--- src/luhm_defines.vh ---
/*
 * Constants of the LIN-capable serial transceiver: oversampling, character
 * and break lengths, header limits and state codes.
 * Assumes inclusion by bare name from the transceiver design files.
 */
`ifndef LUHM_DEFINES_VH
`define LUHM_DEFINES_VH

////////////////////////////////////////////////////////////////////////////////
// Bit timing
`define LUHM_OVERSAMPLE      5'd16
`define LUHM_SMP_LAST        4'hf
`define LUHM_SMP_MID         4'h8
`define LUHM_SMP_IDSTOP_END  4'hf

////////////////////////////////////////////////////////////////////////////////
// Character lengths in bit times
`define LUHM_CHAR_BITS_M0    4'ha
`define LUHM_CHAR_BITS_M1    4'hb
`define LUHM_BRK_BITS_M0     4'ha
`define LUHM_BRK_BITS_M1     4'hb
`define LUHM_BRK_BITS_LIN    4'hd
`define LUHM_IDLE_BITS_LIN   4'ha

////////////////////////////////////////////////////////////////////////////////
// Receiver frame and LIN header limits
`define LUHM_RX_STOP_BIT     4'h9
`define LUHM_BRK_DET_TICKS   8'hb0
`define LUHM_HDR_TMO_TICKS   10'h390
`define LUHM_HDR_LEN_ZERO    8'h00

////////////////////////////////////////////////////////////////////////////////
// State codes
`define LUHM_TX_IDLE         1'b0
`define LUHM_TX_RUN          1'b1
`define LUHM_KIND_DATA       2'h0
`define LUHM_KIND_IDLE       2'h1
`define LUHM_KIND_BREAK      2'h2
`define LUHM_RX_IDLE         1'b0
`define LUHM_RX_FRAME        1'b1
`define LUHM_H_WAIT          2'h0
`define LUHM_H_SYNC          2'h1
`define LUHM_H_ID            2'h2
`define LUHM_H_STOP          2'h3

`endif

--- src/luhm_tick.v ---
/*
 * Oversampling tick divider: one-cycle enable at sixteen times the bit rate.
 * Assumes baud_div holds reference cycles per tick minus one.
 */
`timescale 1ns/1ps

module luhm_tick (
  input  wire        ref_clk,
  input  wire        resetn,
  input  wire [15:0] baud_div,
  output reg         tick
);

  reg [15:0] count;

  ////////////////////////////////////////////////////////////////////////////////
  // Down counter with reload
  always @(posedge ref_clk) begin
    if (!resetn) begin
      count <= 16'h0000;
      tick  <= 1'b0;
    end else if (count == 16'h0000) begin
      count <= baud_div;
      tick  <= 1'b1;
    end else begin
      count <= count - 16'h0001;
      tick  <= 1'b0;
    end
  end

endmodule // luhm_tick

--- src/luhm_uart.v ---
/*
 * LIN-capable asynchronous transceiver: data, idle and break transmission,
 * sixteen-times oversampled reception, LIN slave header detection with
 * time-out and mute handling.
 * Assumes all inputs synchronous to ref_clk and single-cycle access strobes.
 */
// Function
// - Setting then clearing send_break_bit emits exactly one break character.
// - Plain serial break lasts 10 bits (M=0) or 11 bits (M=1), doubled if send_break_bit stays set to its end.
// - Breaks repeat while send_break_bit stays set; none extra after clearing.
// - LIN master mode when LIN enable set and word-length bit clear.
// - LIN master break lasts 13 bit times, never 24.
// - Transmitter enable low then high queues idle sent before a later break.
// - Idle character before a LIN break occupies 10 bit times.
// - Receiver samples the line sixteen times per bit.
// - LIN slave header over 57 bits sets header error, interrupts, stays muted.
// - Time-out during ID stop bit samples 9 to 15 never wakes the receiver.
// - On header time-out header detect stays clear while header error sets.
// - On header time-out header length register loads zero.
// - Header error cleared by status access followed by data register read.
// - Receive ready flag raises interrupt; unmuted, every data byte does.
// - Software setting mute bit mutes receiver until the next header.
`timescale 1ns/1ps
`include "luhm_defines.vh"

module luhm_uart (
  input  wire        ref_clk,
  input  wire        resetn,
  input  wire [15:0] baud_div,
  input  wire        word_len,
  input  wire        lin_enable,
  input  wire        lin_slave,
  input  wire        transmitter_enable_bit,
  input  wire        send_break_bit,
  input  wire [7:0]  tx_data,
  input  wire        tx_data_write,
  input  wire        receiver_mute_set,
  input  wire        status_access,
  input  wire        data_read,
  input  wire        rx_line,
  output reg         tx_line,
  output wire        tx_ready,
  output reg  [7:0]  serial_data_reg,
  output reg         receive_ready_flag,
  output reg         header_error_flag,
  output reg         header_detect_flag,
  output reg  [7:0]  header_length_reg,
  output reg         receiver_mute_bit,
  output wire        irq
);

  wire        tick;
  reg         tx_state;
  reg  [1:0]  tx_kind;
  reg  [10:0] tx_shift;
  reg  [3:0]  tx_bits;
  reg  [3:0]  tx_smp;
  reg  [7:0]  tx_buf;
  reg         tx_buf_full;
  reg         brk_req;
  reg         idle_req;
  reg         sbk_prev;
  reg         te_prev;
  wire        lin_master;
  wire [3:0]  brk_bits;
  wire [3:0]  char_bits;

  ////////////////////////////////////////////////////////////////////////////////
  // Oversampling tick
  luhm_tick u_tick (
    .ref_clk  (ref_clk),
    .resetn   (resetn),
    .baud_div (baud_div),
    .tick     (tick)
  );

  assign lin_master = lin_enable & ~word_len;
  assign brk_bits   = lin_master ? `LUHM_BRK_BITS_LIN :
                      (word_len ? `LUHM_BRK_BITS_M1 : `LUHM_BRK_BITS_M0);
  assign char_bits  = word_len ? `LUHM_CHAR_BITS_M1 : `LUHM_CHAR_BITS_M0;
  assign tx_ready   = ~tx_buf_full;

  ////////////////////////////////////////////////////////////////////////////////
  // Request capture
  always @(posedge ref_clk) begin
    if (!resetn) begin
      sbk_prev    <= 1'b0;
      te_prev     <= 1'b0;
      brk_req     <= 1'b0;
      idle_req    <= 1'b0;
      tx_buf      <= 8'h00;
      tx_buf_full <= 1'b0;
    end else begin
      sbk_prev <= send_break_bit;
      te_prev  <= transmitter_enable_bit;
      if (send_break_bit && !sbk_prev) begin
        brk_req <= 1'b1;
      end else if (tick && tx_state == `LUHM_TX_IDLE && !idle_req && transmitter_enable_bit) begin
        brk_req <= 1'b0;
      end
      if (transmitter_enable_bit && !te_prev) begin
        idle_req <= 1'b1;
      end else if (tick && tx_state == `LUHM_TX_IDLE) begin
        idle_req <= 1'b0;
      end
      if (tx_data_write && !tx_buf_full) begin
        tx_buf      <= tx_data;
        tx_buf_full <= 1'b1;
      end else if (tick && tx_state == `LUHM_TX_IDLE && transmitter_enable_bit &&
                   !idle_req && !brk_req) begin
        tx_buf_full <= 1'b0;
      end
    end
  end

  ////////////////////////////////////////////////////////////////////////////////
  // Transmitter: characters start only on a tick, so every bit spans 16 ticks
  always @(posedge ref_clk) begin
    if (!resetn) begin
      tx_state <= `LUHM_TX_IDLE;
      tx_kind  <= `LUHM_KIND_DATA;
      tx_shift <= 11'h7ff;
      tx_bits  <= 4'h0;
      tx_smp   <= 4'h0;
      tx_line  <= 1'b1;
    end else if (!transmitter_enable_bit) begin
      tx_state <= `LUHM_TX_IDLE;
      tx_line  <= 1'b1;
    end else if (tick) begin
      case (tx_state)
        `LUHM_TX_IDLE: begin
          tx_smp <= 4'h0;
          if (idle_req) begin
            tx_state <= `LUHM_TX_RUN;
            tx_kind  <= `LUHM_KIND_IDLE;
            tx_bits  <= char_bits;
            tx_line  <= 1'b1;
          end else if (brk_req) begin
            tx_state <= `LUHM_TX_RUN;
            tx_kind  <= `LUHM_KIND_BREAK;
            tx_bits  <= brk_bits;
            tx_line  <= 1'b0;
          end else if (tx_buf_full) begin
            tx_state <= `LUHM_TX_RUN;
            tx_kind  <= `LUHM_KIND_DATA;
            tx_bits  <= char_bits;
            tx_shift <= {2'b11, tx_buf, 1'b0};
            tx_line  <= 1'b0;
          end else begin
            tx_line <= 1'b1;
          end
        end
        `LUHM_TX_RUN: begin
          tx_smp <= tx_smp + 4'h1;
          if (tx_smp == `LUHM_SMP_LAST) begin
            if (tx_bits == 4'h1) begin
              if (tx_kind == `LUHM_KIND_BREAK && send_break_bit) begin
                tx_bits <= brk_bits;
                tx_line <= 1'b0;
              end else begin
                tx_state <= `LUHM_TX_IDLE;
                tx_line  <= 1'b1;
              end
            end else begin
              tx_bits <= tx_bits - 4'h1;
              if (tx_kind == `LUHM_KIND_DATA) begin
                tx_shift <= {1'b1, tx_shift[10:1]};
                tx_line  <= tx_shift[1];
              end
            end
          end
        end
        default: tx_state <= `LUHM_TX_IDLE;
      endcase
    end
  end

  ////////////////////////////////////////////////////////////////////////////////
  // Receiver: 16 samples per bit, decision at the ninth sample
  reg         rx_state;
  reg  [3:0]  rx_smp;
  reg  [3:0]  rx_bit;
  reg  [7:0]  rx_shift;
  reg         rx_prev;
  reg         rx_byte_ev;
  reg         rx_stop_ok;
  reg         rx_stop_end_ev;
  reg  [7:0]  low_run;

  always @(posedge ref_clk) begin
    if (!resetn) begin
      rx_state       <= `LUHM_RX_IDLE;
      rx_smp         <= 4'h0;
      rx_bit         <= 4'h0;
      rx_shift       <= 8'h00;
      rx_prev        <= 1'b1;
      rx_byte_ev     <= 1'b0;
      rx_stop_ok     <= 1'b0;
      rx_stop_end_ev <= 1'b0;
      low_run        <= 8'h00;
    end else begin
      rx_byte_ev     <= 1'b0;
      rx_stop_end_ev <= 1'b0;
      if (tick) begin
        rx_prev <= rx_line;
        if (rx_line) begin
          low_run <= 8'h00;
        end else if (low_run != `LUHM_BRK_DET_TICKS) begin
          low_run <= low_run + 8'h01;
        end
        case (rx_state)
          `LUHM_RX_IDLE: begin
            rx_smp <= 4'h1;
            rx_bit <= 4'h0;
            if (!rx_line && rx_prev) begin
              rx_state <= `LUHM_RX_FRAME;
            end
          end
          `LUHM_RX_FRAME: begin
            rx_smp <= rx_smp + 4'h1;
            if (rx_smp == `LUHM_SMP_MID) begin
              if (rx_bit == 4'h0 && rx_line) begin
                rx_state <= `LUHM_RX_IDLE;
              end else if (rx_bit == `LUHM_RX_STOP_BIT) begin
                rx_byte_ev <= 1'b1;
                rx_stop_ok <= rx_line;
              end else if (rx_bit != 4'h0) begin
                rx_shift <= {rx_line, rx_shift[7:1]};
              end
            end
            if (rx_smp == `LUHM_SMP_LAST) begin
              rx_bit <= rx_bit + 4'h1;
              if (rx_bit == `LUHM_RX_STOP_BIT) begin
                rx_stop_end_ev <= 1'b1;
                rx_state       <= `LUHM_RX_IDLE;
              end
            end
          end
          default: rx_state <= `LUHM_RX_IDLE;
        endcase
      end
    end
  end

  ////////////////////////////////////////////////////////////////////////////////
  // LIN slave header tracking and flags
  reg  [1:0]  h_state;
  reg  [9:0]  hdr_cnt;
  reg         status_seen;
  wire        hdr_active;
  wire        brk_seen;
  wire        hdr_tmo;
  wire        hdr_done;
  wire        clr_access;
  wire        byte_good;
  wire [9:0]  hdr_bits;

  assign hdr_active = (h_state != `LUHM_H_WAIT);
  assign brk_seen   = lin_enable && lin_slave && tick && !rx_line &&
                      (low_run == `LUHM_BRK_DET_TICKS - 8'h01);
  assign hdr_tmo    = hdr_active && (hdr_cnt >= `LUHM_HDR_TMO_TICKS);
  assign hdr_done   = (h_state == `LUHM_H_STOP) && rx_stop_end_ev && !hdr_tmo;
  assign clr_access = data_read && status_seen;
  assign byte_good  = rx_byte_ev && (rx_stop_ok || rx_shift != 8'h00);
  assign hdr_bits   = hdr_cnt >> 4;
  assign irq        = receive_ready_flag | header_error_flag | header_detect_flag;

  always @(posedge ref_clk) begin
    if (!resetn) begin
      h_state            <= `LUHM_H_WAIT;
      hdr_cnt            <= 10'h000;
      status_seen        <= 1'b0;
      serial_data_reg    <= 8'h00;
      receive_ready_flag <= 1'b0;
      header_error_flag  <= 1'b0;
      header_detect_flag <= 1'b0;
      header_length_reg  <= `LUHM_HDR_LEN_ZERO;
      receiver_mute_bit  <= 1'b0;
    end else begin
      if (status_access) begin
        status_seen <= 1'b1;
      end else if (data_read) begin
        status_seen <= 1'b0;
      end
      if (brk_seen) begin
        h_state <= `LUHM_H_SYNC;
        hdr_cnt <= {2'b00, `LUHM_BRK_DET_TICKS};
      end else if (hdr_tmo) begin
        h_state <= `LUHM_H_WAIT;
      end else if (hdr_active) begin
        if (tick) begin
          hdr_cnt <= hdr_cnt + 10'h001;
        end
        case (h_state)
          `LUHM_H_SYNC: if (byte_good) h_state <= `LUHM_H_ID;
          `LUHM_H_ID:   if (byte_good) h_state <= `LUHM_H_STOP;
          `LUHM_H_STOP: if (hdr_done) h_state <= `LUHM_H_WAIT;
          default:      h_state <= `LUHM_H_WAIT;
        endcase
      end
      if (byte_good) begin
        serial_data_reg <= rx_shift;
      end
      if (byte_good && !receiver_mute_bit) begin
        receive_ready_flag <= 1'b1;
      end else if (clr_access) begin
        receive_ready_flag <= 1'b0;
      end
      if (hdr_tmo && !brk_seen) begin
        header_error_flag <= 1'b1;
        header_length_reg <= `LUHM_HDR_LEN_ZERO;
      end else if (clr_access) begin
        header_error_flag <= 1'b0;
      end
      if (hdr_done && !brk_seen) begin
        header_detect_flag <= 1'b1;
        header_length_reg  <= hdr_bits[7:0];
      end else if (clr_access) begin
        header_detect_flag <= 1'b0;
      end
      if (receiver_mute_set) begin
        receiver_mute_bit <= 1'b1;
      end else if (hdr_done && !brk_seen) begin
        receiver_mute_bit <= 1'b0;
      end
    end
  end

endmodule // luhm_uart

--- config.mk ---
export PLATFORM = sky130hd
export DESIGN_NAME = luhm_uart
export DESIGN_NICKNAME = d
export VERILOG_FILES = /design/src/luhm_tick.v /design/src/luhm_uart.v
export VERILOG_INCLUDE_DIRS = /design/src
export SDC_FILE = /design/constraint.sdc
export NUM_CORES = 1
export LEC_CHECK = 0
export ABC_CLOCK_PERIOD_IN_PS = 2210
export BUFFER_PORTS_ARGS = -buffer_cell sky130_fd_sc_hd__buf_4
export CAP_MARGIN = 15
export CORE_ASPECT_RATIO = 1.25
export CORE_MARGIN = 1
export CORE_UTILIZATION = 53
export CTS_CLUSTER_SIZE = 24
export DETAILED_ROUTE_END_ITERATION = 10
export PLACE_DENSITY = 0.76
export SLEW_MARGIN = 20
export SYNTH_ARGS = -nofsm -noshare
export SYNTH_HDL_FRONTEND = slang
export SYNTH_SLANG_ARGS = --single-unit
export TNS_END_PERCENT = 20
--- constraint.sdc ---
create_clock -name ref_clk -period 2.21 [get_ports ref_clk]
set_clock_uncertainty 0.1 [all_clocks]
set_input_delay 0.1105 -clock ref_clk [delete_from_list [all_inputs] [get_ports ref_clk]]
set_output_delay 0.1105 -clock ref_clk [all_outputs]
set_load 0.02 [all_outputs]
# == Word-level counts from Yosys, hierarchy flattened ==
# Index checks and enable logic that the tools add are counted.
# classes
n_addsub,7
mux,76
n_bitwise,13
multipliers,0
shifts,0
reduce_logical,72
div_mod_pow,0
eq_ne,28
magnitude_cmp,1
# op_table
cell,count
11-bit 2-to-1 mux,6
8-bit 2-to-1 mux,6
1-bit 2-to-1 mux,38
4-bit 2-to-1 mux,8
4-bit case mux with 2 select lines,4
2-bit nonzero test,13
1-bit logical AND,24
11-bit case mux with 2 select lines,1
4-bit == test (second input constant),4
16-bit logical NOT,1
16-bit 2-to-1 mux,1
2-bit != test (second input constant),8
4-bit != test (second input constant),4
4-bit AND reduction,4
16-bit by 1-bit subtractor with 16-bit output (second input constant),1
4-bit by 1-bit adder with 4-bit output (second input constant),3
2-bit 2-to-1 mux,6
6-bit 2-to-1 mux,2
10-bit by 1-bit adder with 10-bit output (second input constant),1
10-bit >= comparator (second input constant),1
1-bit NOT,10
5-bit AND reduction,2
1-bit logical NOT,9
3-bit AND reduction,3
26 further kinds,37
# word_totals
wordCells,231
output_inout_bits,23
memories,0
ramBits,0
latch_bits,0
in_bits,36
reg_bits,113
mem_bits_ro,0

# == Depth between registers and ports, before layout ==
# Gate-level depths: netlist of the first run.
# depth
ltp_word,9
mapped_depth,9
depth_no_buf,6

# == Hierarchy ==
# A second synthesis of the first run with hierarchy kept.
# unflattened
cells_unflattened,627
area_unflattened_um2,5351.4
# by_module_without_submodules
module,seq_area_each_um2,instances,area_per_inst_um2,cells_per_inst
luhm_uart,1861.8,1,4434.3,524
luhm_tick,340.3,1,917.1,103

# == Worst setup path before layout of the first run ==
# OpenSTA, ideal clock, no wires.
# synth_timing
path_type,register to register
start,register u_tick.count[4]
end,register u_tick.count[5]
n_path_buf,3
setup_time_ns,0.079
path_stages_with_launch,8
synth_period_minus_slack_ns,2.306
t_required_ns,2.031
t_arrival_ns,2.127
path_slack_ns,-0.096
path_cell_list,dfxtp_1 -> or4_4 -> or4_4 -> buf_6 -> or2_1 -> buf_6 -> buf_8 -> a211oi_2
# synth_via
elab_chain_len,2
# synth_lines
item,line_no,text
start: declaration,luhm_tick.v:14,reg [15:0] count;
start signal: assignment,luhm_tick.v:23,count <= baud_div;
start signal: assignment,luhm_tick.v:26,count <= count - 16'h0001;
16-bit by 1-bit subtractor with 16-bit output / 16-bit logical NOT (equally long branches),"luhm_tick.v:26, luhm_tick.v:22",
16-bit 2-to-1 mux (*),luhm_tick.v:22,end else if (count == 16'h0000) begin
# Every way passes the cells marked *; elsewhere a longest branch is shown, timed or not.
# A chain may end at the register's enable or synchronous reset.

# == Worst setup path after layout of the first run ==
# layout_timing
start,register u_tick.count[10]
end,register u_tick.count[15]
# Same word-level chain as after synthesis.

==> key figures, run 1 <==
Status
  • Outcome: finished with violations
  • Violated checks: negative setup slack

Timing
  • Final TNS setup: -0.0142 ns
  • Final min period: approximately 2.2 ns
  • Slew of the pin with the lowest slew margin: 0.595 ns
  • Period Utilization, post-route: 1.01
  • Setup WS post-layout: -0.0142 ns
  • Final setup fails: 1
  • Count of final hold-check violations: 0
  • Final max-slew violation count: 0
  • Slew HR: 0.602
  • RSZ-0062 raised after global routing: true
  • F_max: 450 MHz

Route
  • Routed Antenna Nets: 0
  • Wirelength per Cell: about 15 µm
  • First-pass iteration count of the detailed router: 5
  • Drt via density: 5.73
  • Via count: between 4k and 5k
  • Total Wirelength: about 13000 µm
  • DRC violations left: 0
  • Initial DRC count: approximately 240

Setup path
  • Startpoint types: flip-flop
  • Cell mode on critical path: or4_4
  • Crit-path slowest cell: or4_4
  • Slowest cell delay on critical path: 0.56 ns
  • WP buf/inv: 1
  • CP top delay family: simple AND/OR/NAND/NOR gates
  • Setup crit end kind: flip-flop
  • Worst path cell trace: or4_4 -> or4_4 -> buf_4 -> or3_1 -> a21oi_1
  • Critical path class: flip-flop to flip-flop
  • Worst Path Max Fanout: 8
  • CP arrival: 2.40 ns
  • Req. time, crit path: 2.39 ns

Placed design
  • Routability congestion estimate: 0.886
  • Post-DP HPWL: 8630 µm
  • Port bufs: 56
  • Placed cells: 790

Synthesis
  • Flops & latches, synth: 110
  • Post-synthesis cell type count: 63
  • Post-synth ARST share: 0
  • Sequential area share after synthesis: 0.416
  • Post-Syn Instances: 606
  • YS warnings: 0
  • Synth area leader: dfxtp_1
  • Post-synth EDFFs: 0
  • Syn Std Cell Area: between 0.005 and 0.006 mm²
  • Synth top area cells: dfxtp_1 (42%), a21oi_1 (4.4%), ha_1 (4.3%), mux2i_1 (4.0%), nor2_1 (3.9%)
  • Synth top area share: 0.416
  • Synth Area per Inst: 8.74 µm²
  • Predominant post-synthesis flop cell: dfxtp_1

Final layout
  • Largest regs: u_tick.count: 16 flops, hdr_cnt: 10 flops
  • Multi-input gate area: 0.00288 mm²
  • Final Instance Count excl. Fillers: 826
  • Nets: 749
  • Area growth syn-to-layout: 23.9%
  • Max FFs per register: 16
  • Register Area: ~0.0022 mm²
  • Fillcell total: about 780
  • Share of post-route cells with drive strength above 1: 0.189
  • Ant. Diodes: 0
  • Largest Register: u_tick.count
  • Core Util, Final: 0.679

Power and ir drop
  • Pleak: 2.58 nW
  • VDD IR-drop max: approximately 450 µV
  • Pwr/cell area: 850 mW/mm²
  • Overall Power: 0.00558 W

Floorplan
  • # rows: 40
  • # IOs: 59
  • Core area: 0.00966 mm²
  • Die height: 114 µm
  • Die area: around 0.010 mm²
  • Initial core utilization: 0.548
  • Die width: 91.4 µm

Clock tree
  • Worst-path clk slew: about 0.070 ns
  • Cts bufs inserted: 9
  • H-tree depth: 3
  • Root Driver: clkbuf_16
  • Clock latency on the worst-skew pair: 0.35 ns
  • CTS tree: built
  • Sink Count: 110
  • CTS Buffer Depth: 2
  • Postcts setup bufs: 0

Global route
  • Gr ovfl total: 0
  • Initial antenna violation count: 0
  • First-pass GRT wire length: approximately 21000 µm
  • Largest net degree at the start of global routing: 42
  • Vias in the first global route: 4705
  • Total track usage: 0.247

Run
  • Max Cap Violations: 0

Hold path
  • HP Class: input pin to flip-flop
-- layer usage --
layer | routed length, µm | GRT usage | vias to the layer above | share of wire
met3 | 442 | 0.0440 | 15 | 0.035
met2 | 6610 | 0.464 | 104 | 0.53
met1 | 5290 | 0.280 | 2253 | 0.42
met4 | 151 | 0.0794 | 0 | 0.012
li1 | - | - | 2364 | -
met5 | 0 | 0 | - | 0
-- power breakdown --
part	internal (W)	switching, W	leakage (nW)
logic	0.000799	0.000839	1.54
registers	0.00216	0.000163	0.894
clock network	0.000883	0.000734	0.150
total	0.00384	0.00174	2.58
-- Yosys cell counts, types with 3 or more instances --
master	n
a2111oi_0	8
a211oi_1	6
a211oi_2	3
a21o_1	3
a21oi_1	47
a22oi_1	4
a311oi_1	6
a31oi_1	7
and2_1	3
and3_1	3
and4b_1	3
clkbuf_1	29
dfxtp_1	110
ha_1	18
inv_1	23
mux2i_1	21
nand2_1	48
nand2b_1	5
nand3_1	12
nand3b_1	4
nand4_1	11
nand4b_1	3
nor2_1	55
nor2b_1	11
nor3_1	21
nor3b_1	3
nor4_1	6
nor4b_1	6
o211ai_1	3
o21ai_0	24
o22ai_1	9
o31ai_1	11
or3_1	11
or3b_2	3
or4_1	4
or4_4	3
xnor2_1	13
xor2_1	14
-- cells by family (layout without fill, tap and decap cells) --
group	count (synthesis)	in the layout	share of synthesized area
AOI/OAI and AO/OA	148	148	0.186
xor gates and xnor gates	27	27	0.0446
adders and majority gates	18	18	0.0425
buffers and inverters	59	152	0.0482
DFF	110	110	0.416
muxes	23	23	0.0439
other	1	2	0.000708
and+or+nand+nor	220	220	0.218
-- placed cells by master, fill, tap and decap left out, drive strengths merged, types with 12 or more instances in the layout --
master	instances
ha	18
xnor2	13
mux2i	21
nor3	21
dfxtp	110
dlygate4sd3	20
nor2	55
buf	91
o21ai	24
xor2	14
nand2	48
nand3	12
a21oi	47
inv	26
-- layout make-up --
cell class | instances | share of cell area
timing repair buffer | 111 | 0.141
clock buffer | 9 | 0.0343
sequential | 110 | 0.336
tap | 126 | 0.0240
clock inverter | 7 | 0.0109
multi-input combinational | 438 | 0.439
inverter | 25 | 0.0143
-- per-stage QoR --
stage          cell area, µm²  hold slack [ns]  setup WS, ns
4_1_cts                  6520          0.00400      -0.00266
3_5_place_dp             6020            0.227       -0.0480
2_1_floorplan            5300            0.119       -0.0672
3_3_place_gp             6020            0.214        0.0318
6_report                 6560          0.00510       -0.0142
5_1_grt                  6560          0.00863       -0.0424
-- worst min-delay path: cells and delay by family --
kind          cells  cell delay, ns
mux               1            0.08
simple gates      1            0.07
buf+inv           1            0.15
-- path summary, 6_finish.rpt --
kind,from,slack (ns),endpoint,depth (start not counted)
setup / recovery,u_tick.count[10]$_SDFF_PN0_,-0.01,u_tick.count[15]$_SDFF_PN0_,5
hold / removal,rx_line,0.005,rx_shift[7]$_SDFFE_PN0P_,3
setup reg to reg,u_tick.count[10]$_SDFF_PN0_,-0.01,u_tick.count[15]$_SDFF_PN0_,5
hold reg to reg,serial_data_reg[0]$_SDFFE_PN0P_,0.36,serial_data_reg[0]$_SDFFE_PN0P_,2
-- timing repair --
item	4_1_cts	5_1_grt
endpoints found under the hold margin	22	0
gates resized for setup	1	12
pin swaps	0	3
endpoints found under the setup margin	2	12
hold buffers	20	0
(Power assumes the default switching activity.)
==> run 2: changes to the inputs <==
GPL_TIMING_DRIVEN = 0   (was not set)
==> key figures, run 2 (same netlist as run 1, synthesis figures left out) <==
Final layout
  • Nets: 760
  • Largest Register: u_tick.count
  • Area growth syn-to-layout: 26.7%
  • Largest regs: u_tick.count: 16 flops, hdr_cnt: 10 flops
  • Register Area: between 0.002 and 0.0025 mm²
  • Commonest non-fill, non-tap cell in the layout: dfxtp_1
  • Max FFs per register: 16
  • Ant. Diodes: 0
  • Fillcell total: 771
  • Multi-input gate area: 0.00299 mm²
  • Commonest cells after routing, fill and taps aside: dfxtp_1 (102), buf_4 (64), nor2_1 (54)
  • Share of post-route cells with drive strength above 1: 0.190

Timing
  • Slew HR: 0.459
  • Period Utilization, post-route: 1.06
  • F_max: 425 MHz
  • RSZ-0062 raised after global routing: true
  • Final min period: 2.35 ns
  • Slew of the pin with the lowest slew margin: 0.812 ns
  • Final max-slew violation count: 0
  • Final setup fails: 16
  • Hold slack: 0.00196 ns
  • Setup WS post-layout: -0.141 ns
  • Final TNS setup: -1.21 ns
  • Count of final hold-check violations: 0

Setup path
  • Critical path class: flip-flop to flip-flop
  • WP buf/inv: 2
  • Req. time, crit path: 2.37 ns
  • Setup crit end kind: flip-flop
  • CP arrival: approximately 2.5 ns
  • CP top delay family: simple AND/OR/NAND/NOR gates
  • Startpoint types: flip-flop
  • Worst Path Max Fanout: 6
  • Slowest cell delay on critical path: approximately 0.56 ns
  • R2R setup slack: -0.14 ns
  • Cell mode on critical path: or4_4
  • Worst path cell trace: or4_4 -> or4_4 -> or2_1 -> buf_6 -> buf_4 -> a311oi_1
  • Crit-path slowest cell: or4_4

Global route
  • Vias in the first global route: 4783
  • Total track usage: 0.268
  • First-pass GRT wire length: 22300 µm
  • Largest net degree at the start of global routing: 21
  • Gr ovfl total: 0
  • Initial antenna violation count: 0

Floorplan
  • Die width: 91.4 µm
  • Core area: just under 0.01 mm²
  • Die area: 0.0104 mm²
  • Initial core utilization: 0.548
  • Die height: 114 µm
  • # rows: 40
  • # IOs: 59

Power and ir drop
  • VDD IR-drop max: 560 µV
  • Pwr/cell area: between 800 and 900 mW/mm²
  • Pleak: 2.58 nW

Route
  • First-pass iteration count of the detailed router: 5
  • Total Wirelength: 13800 µm
  • Routed Antenna Nets: 0
  • Via count: between 4k and 5k
  • Drt via density: around 6.0
  • Initial DRC count: 260
  • DRC violations left: 0
  • Wirelength per Cell: approximately 16 µm

Clock tree
  • Cts bufs inserted: 9
  • H-tree depth: 3
  • CTS Buffer Depth: 2
  • Worst-path clk slew: roughly 0.080 ns
  • Sink Count: 110
  • Clock latency on the worst-skew pair: roughly 0.36 ns
  • Root Driver: clkbuf_16
  • CTS tree: built

Placed design
  • Port bufs: 55
  • Routability congestion estimate: just under 0.9
  • Pre-CTS setup slack: -0.214 ns
  • Post-DP HPWL: 9110 µm

Run
  • Max Cap Violations: 0

Status
  • Violated checks: negative setup slack
  • Outcome: finished with violations

Hold path
  • HP Class: input pin to flip-flop
==> run 2: cell count changes in the layout (fill, tap and decap cells not counted), sizes merged <==
cell	before	now
bufinv	1	2
clkinvlp	0	1
clkinv	5	2
clkbuf	9	38
dlygate4sd3	20	25
inv	26	27
buf	91	68
==> run 2: final cells by class <==
cell class	count	share of cell area
multi-input combinational	438	0.446
sequential	110	0.330
timing repair buffer	89	0.112
clock buffer	9	0.0336
buffer	33	0.0235
tap	126	0.0235
clock inverter	7	0.0172
inverter	25	0.0140
==> run 2: through the flow <==
step           std cells  total power [W]   util  instance area, µm²
6_report             837          0.00598  0.695                6710
5_1_grt              837          0.00622  0.695                6710
4_1_cts              836          0.00583  0.685                6620
3_5_place_dp         788          0.00370  0.608                5870
3_3_place_gp         788          0.00366  0.608                5870
2_1_floorplan        607          0.00339      -                5300
==> run 2: power by group <==
part / internal [W] / switching [W]
Combinational: 0.000847 / 0.000933
Sequential: 0.00217 / 0.000186
Clock: 0.00102 / 0.000823
==> run 2: what timing repair did <==
item	CTS	global route
pin swaps	9	5
hold endpoints to repair	25	0
hold buffers	25	0
buffers inserted	7	1
gates resized for setup	23	25
cloned	1	0
endpoints found under the setup margin	38	35
==> run 2: final timing paths <==
kind,from,endpoint,cells after the start
setup / recovery,u_tick.count[5]$_SDFF_PN0_,u_tick.count[3]$_SDFF_PN0_,6
setup reg to reg,u_tick.count[5]$_SDFF_PN0_,u_tick.count[3]$_SDFF_PN0_,6
hold / removal,baud_div[2],u_tick.count[2]$_SDFF_PN0_,3
hold reg to reg,serial_data_reg[2]$_SDFFE_PN0P_,serial_data_reg[2]$_SDFFE_PN0P_,2
==> run 2: tightest hold or removal path, stage by stage <==
cell,delay (ns)
buf_4,0.08
nor3_1,0.05
a211oi_2,0.18
==> run 2: metal layers <==
| layer | vias up | share of wire | GRT usage |
|---|---|---|---|
| met5 | - | 0 | 0 |
| met4 | 0 | 0.020 | 0.111 |
| met3 | 30 | 0.050 | 0.0447 |
| met2 | 160 | 0.52 | 0.490 |
| met1 | 2399 | 0.41 | 0.309 |
| li1 | 2397 | - | - |
==> run 3: changes to the inputs <==
ABC_CLOCK_PERIOD_IN_PS = not set   (was 2210)
HOLD_SLACK_MARGIN = 0.05   (was not set)
==> key figures, run 3 (same netlist as run 1, synthesis figures left out) <==
Setup path
  • Worst Path Max Fanout: 4
  • Slowest cell delay on critical path: roughly 0.56 ns
  • Setup crit end kind: flip-flop
  • CP arrival: 2.51 ns
  • Req. time, crit path: ~2.4 ns
  • Crit-path slowest cell: or4_4
  • Critical path class: flip-flop to flip-flop
  • WP buf/inv: 2
  • CP top delay family: simple AND/OR/NAND/NOR gates
  • Cell mode on critical path: or4_4
  • Startpoint types: flip-flop
  • Worst path cell trace: or4_4 -> or4_4 -> buf_4 -> buf_6 -> or3_1 -> a21oi_1
  • R2R setup slack: -0.12 ns

Global route
  • Vias in the first global route: 4813
  • Total track usage: 0.270
  • Initial antenna violation count: 0
  • First-pass GRT wire length: around 22000 µm
  • Largest net degree at the start of global routing: 21
  • Gr ovfl total: 0

Floorplan
  • Die area: 0.0104 mm²
  • # IOs: 59
  • Die height: 114 µm
  • # rows: 40
  • Initial core utilization: 0.548
  • Core area: 0.00966 mm²
  • Die width: 91.4 µm

Route
  • Total Wirelength: 14000 µm
  • Initial DRC count: 250
  • Via count: 5026
  • Routed Antenna Nets: 0
  • Drt via density: between 5 and 6
  • Wirelength per Cell: 16.6 µm
  • DRC violations left: 0
  • First-pass iteration count of the detailed router: 5

Power and ir drop
  • P_int: 0.00406 W
  • Clock share of power: 0.305
  • Pleak: ~2.6 nW
  • Pwr/cell area: approximately 890 mW/mm²
  • Reg power frac: 0.392
  • Switching power: just under 0.002 W
  • VDD IR-drop max: 543 µV
  • Overall Power: between 0.006 and 0.007 W
  • Sw Ratio: 0.326
  • Gate power share: 0.303

Final layout
  • Fillcell total: 757
  • Core Util, Final: 0.702
  • Final Instance Count excl. Fillers: 842
  • Ant. Diodes: 0
  • Nets: about 770
  • Share of post-route cells with drive strength above 1: 0.189
  • Commonest cells after routing, fill and taps aside: dfxtp_1 (102), buf_4 (64), nor2_1 (54)
  • Commonest non-fill, non-tap cell in the layout: dfxtp_1
  • Area growth syn-to-layout: 27.9%
  • Max FFs per register: 16
  • Largest regs: u_tick.count: 16 flops, hdr_cnt: 10 flops
  • Largest Register: u_tick.count
  • Design Area, Final: a little under 0.007 mm²

Clock tree
  • Sink Count: 110
  • Cts bufs inserted: 9
  • Clock latency on the worst-skew pair: 0.36 ns
  • Worst-path clk slew: 0.07 ns
  • CTS tree: built
  • Root Driver: clkbuf_16
  • CTS Buffer Depth: 2
  • H-tree depth: 3

Status
  • Outcome: finished with violations
  • Violated checks: negative setup slack

Timing
  • Final min period: 2.33 ns
  • Count of final hold-check violations: 0
  • RSZ-0062 raised after global routing: true
  • F_max: 429 MHz
  • Slew of the pin with the lowest slew margin: about 0.8 ns
  • Final setup fails: 15
  • Slew HR: 0.463
  • Final max-slew violation count: 0
  • Final TNS setup: -0.996 ns
  • Period Utilization, post-route: 1.06
  • Setup WS post-layout: -0.124 ns

Run
  • Max Cap Violations: 0

Hold path
  • HP Class: input pin to flip-flop

Placed design
  • Post-DP HPWL: 9110 µm
  • Routability congestion estimate: 0.890
  • Port bufs: 55
  • Area after DPL: 0.00587 mm²
  • Placed cells: between 700 and 800
run 3: stage by stage:
step / setup WS (ns) / hold WS (ns)
final: -0.124 / 0.0869
after global routing: -0.207 / 0.0898
after detailed placement: -0.214 / 0.234
after CTS: -0.148 / 0.0818
after global placement: -0.179 / 0.235
after floorplan: -0.0672 / 0.119
run 3: power groups by stage:
stage / logic, W / clock network [W] / registers, W
floorplan: 0.00107 / 0 / 0.00232
global placement: 0.00131 / 0 / 0.00235
detailed placement: 0.00134 / 0 / 0.00236
CTS: 0.00166 / 0.00185 / 0.00233
global route: 0.00197 / 0.00192 / 0.00238
finish: 0.00183 / 0.00184 / 0.00236
run 3: worst min-delay path: cells and delay by family:
| family | cells | cell delay [ns] |
|---|---|---|
| buffers and inverters | 1 | 0.11 |
| AOI/OAI and AO/OA | 2 | 0.17 |
| and+or+nand+nor | 1 | 0.11 |
run 3: area by class of cell:
class                   count  area (µm²)  area share
clock buffers               9         225      0.0332
inverters                  25        93.8      0.0138
flip-flops and latches    110        2210       0.327
multi-input cells         438        3010       0.444
plain buffers              33         158      0.0233
clock inverters             7         115      0.0170
repair buffers             94         805       0.119
well taps                 126         158      0.0233
run 3: worst paths after layout:
kind	startpoint	endpoint	depth (start not counted)
worst min register to register	serial_data_reg[2]$_SDFFE_PN0P_	serial_data_reg[2]$_SDFFE_PN0P_	2
worst max-delay path	u_tick.count[5]$_SDFF_PN0_	u_tick.count[15]$_SDFF_PN0_	6
worst min-delay path	baud_div[15]	u_tick.count[15]$_SDFF_PN0_	4
worst max register to register	u_tick.count[5]$_SDFF_PN0_	u_tick.count[15]$_SDFF_PN0_	6
run 3: routing by layer:
metal  wire, µm  vias up  global-route usage
li1           -     2411                   -
met1       5660     2419               0.310
met2       7320      168               0.496
met3        705       28              0.0440
met4        302        0               0.108
met5          0        -                   0
run 3: timing repair:
item | CTS | global route
pin swaps | 9 | 5
buffers inserted | 7 | 1
resized for setup | 23 | 27
endpoints found under the setup margin | 38 | 35
cloned | 1 | 0
hold buffers | 30 | 0
hold endpoints to repair | 32 | 0
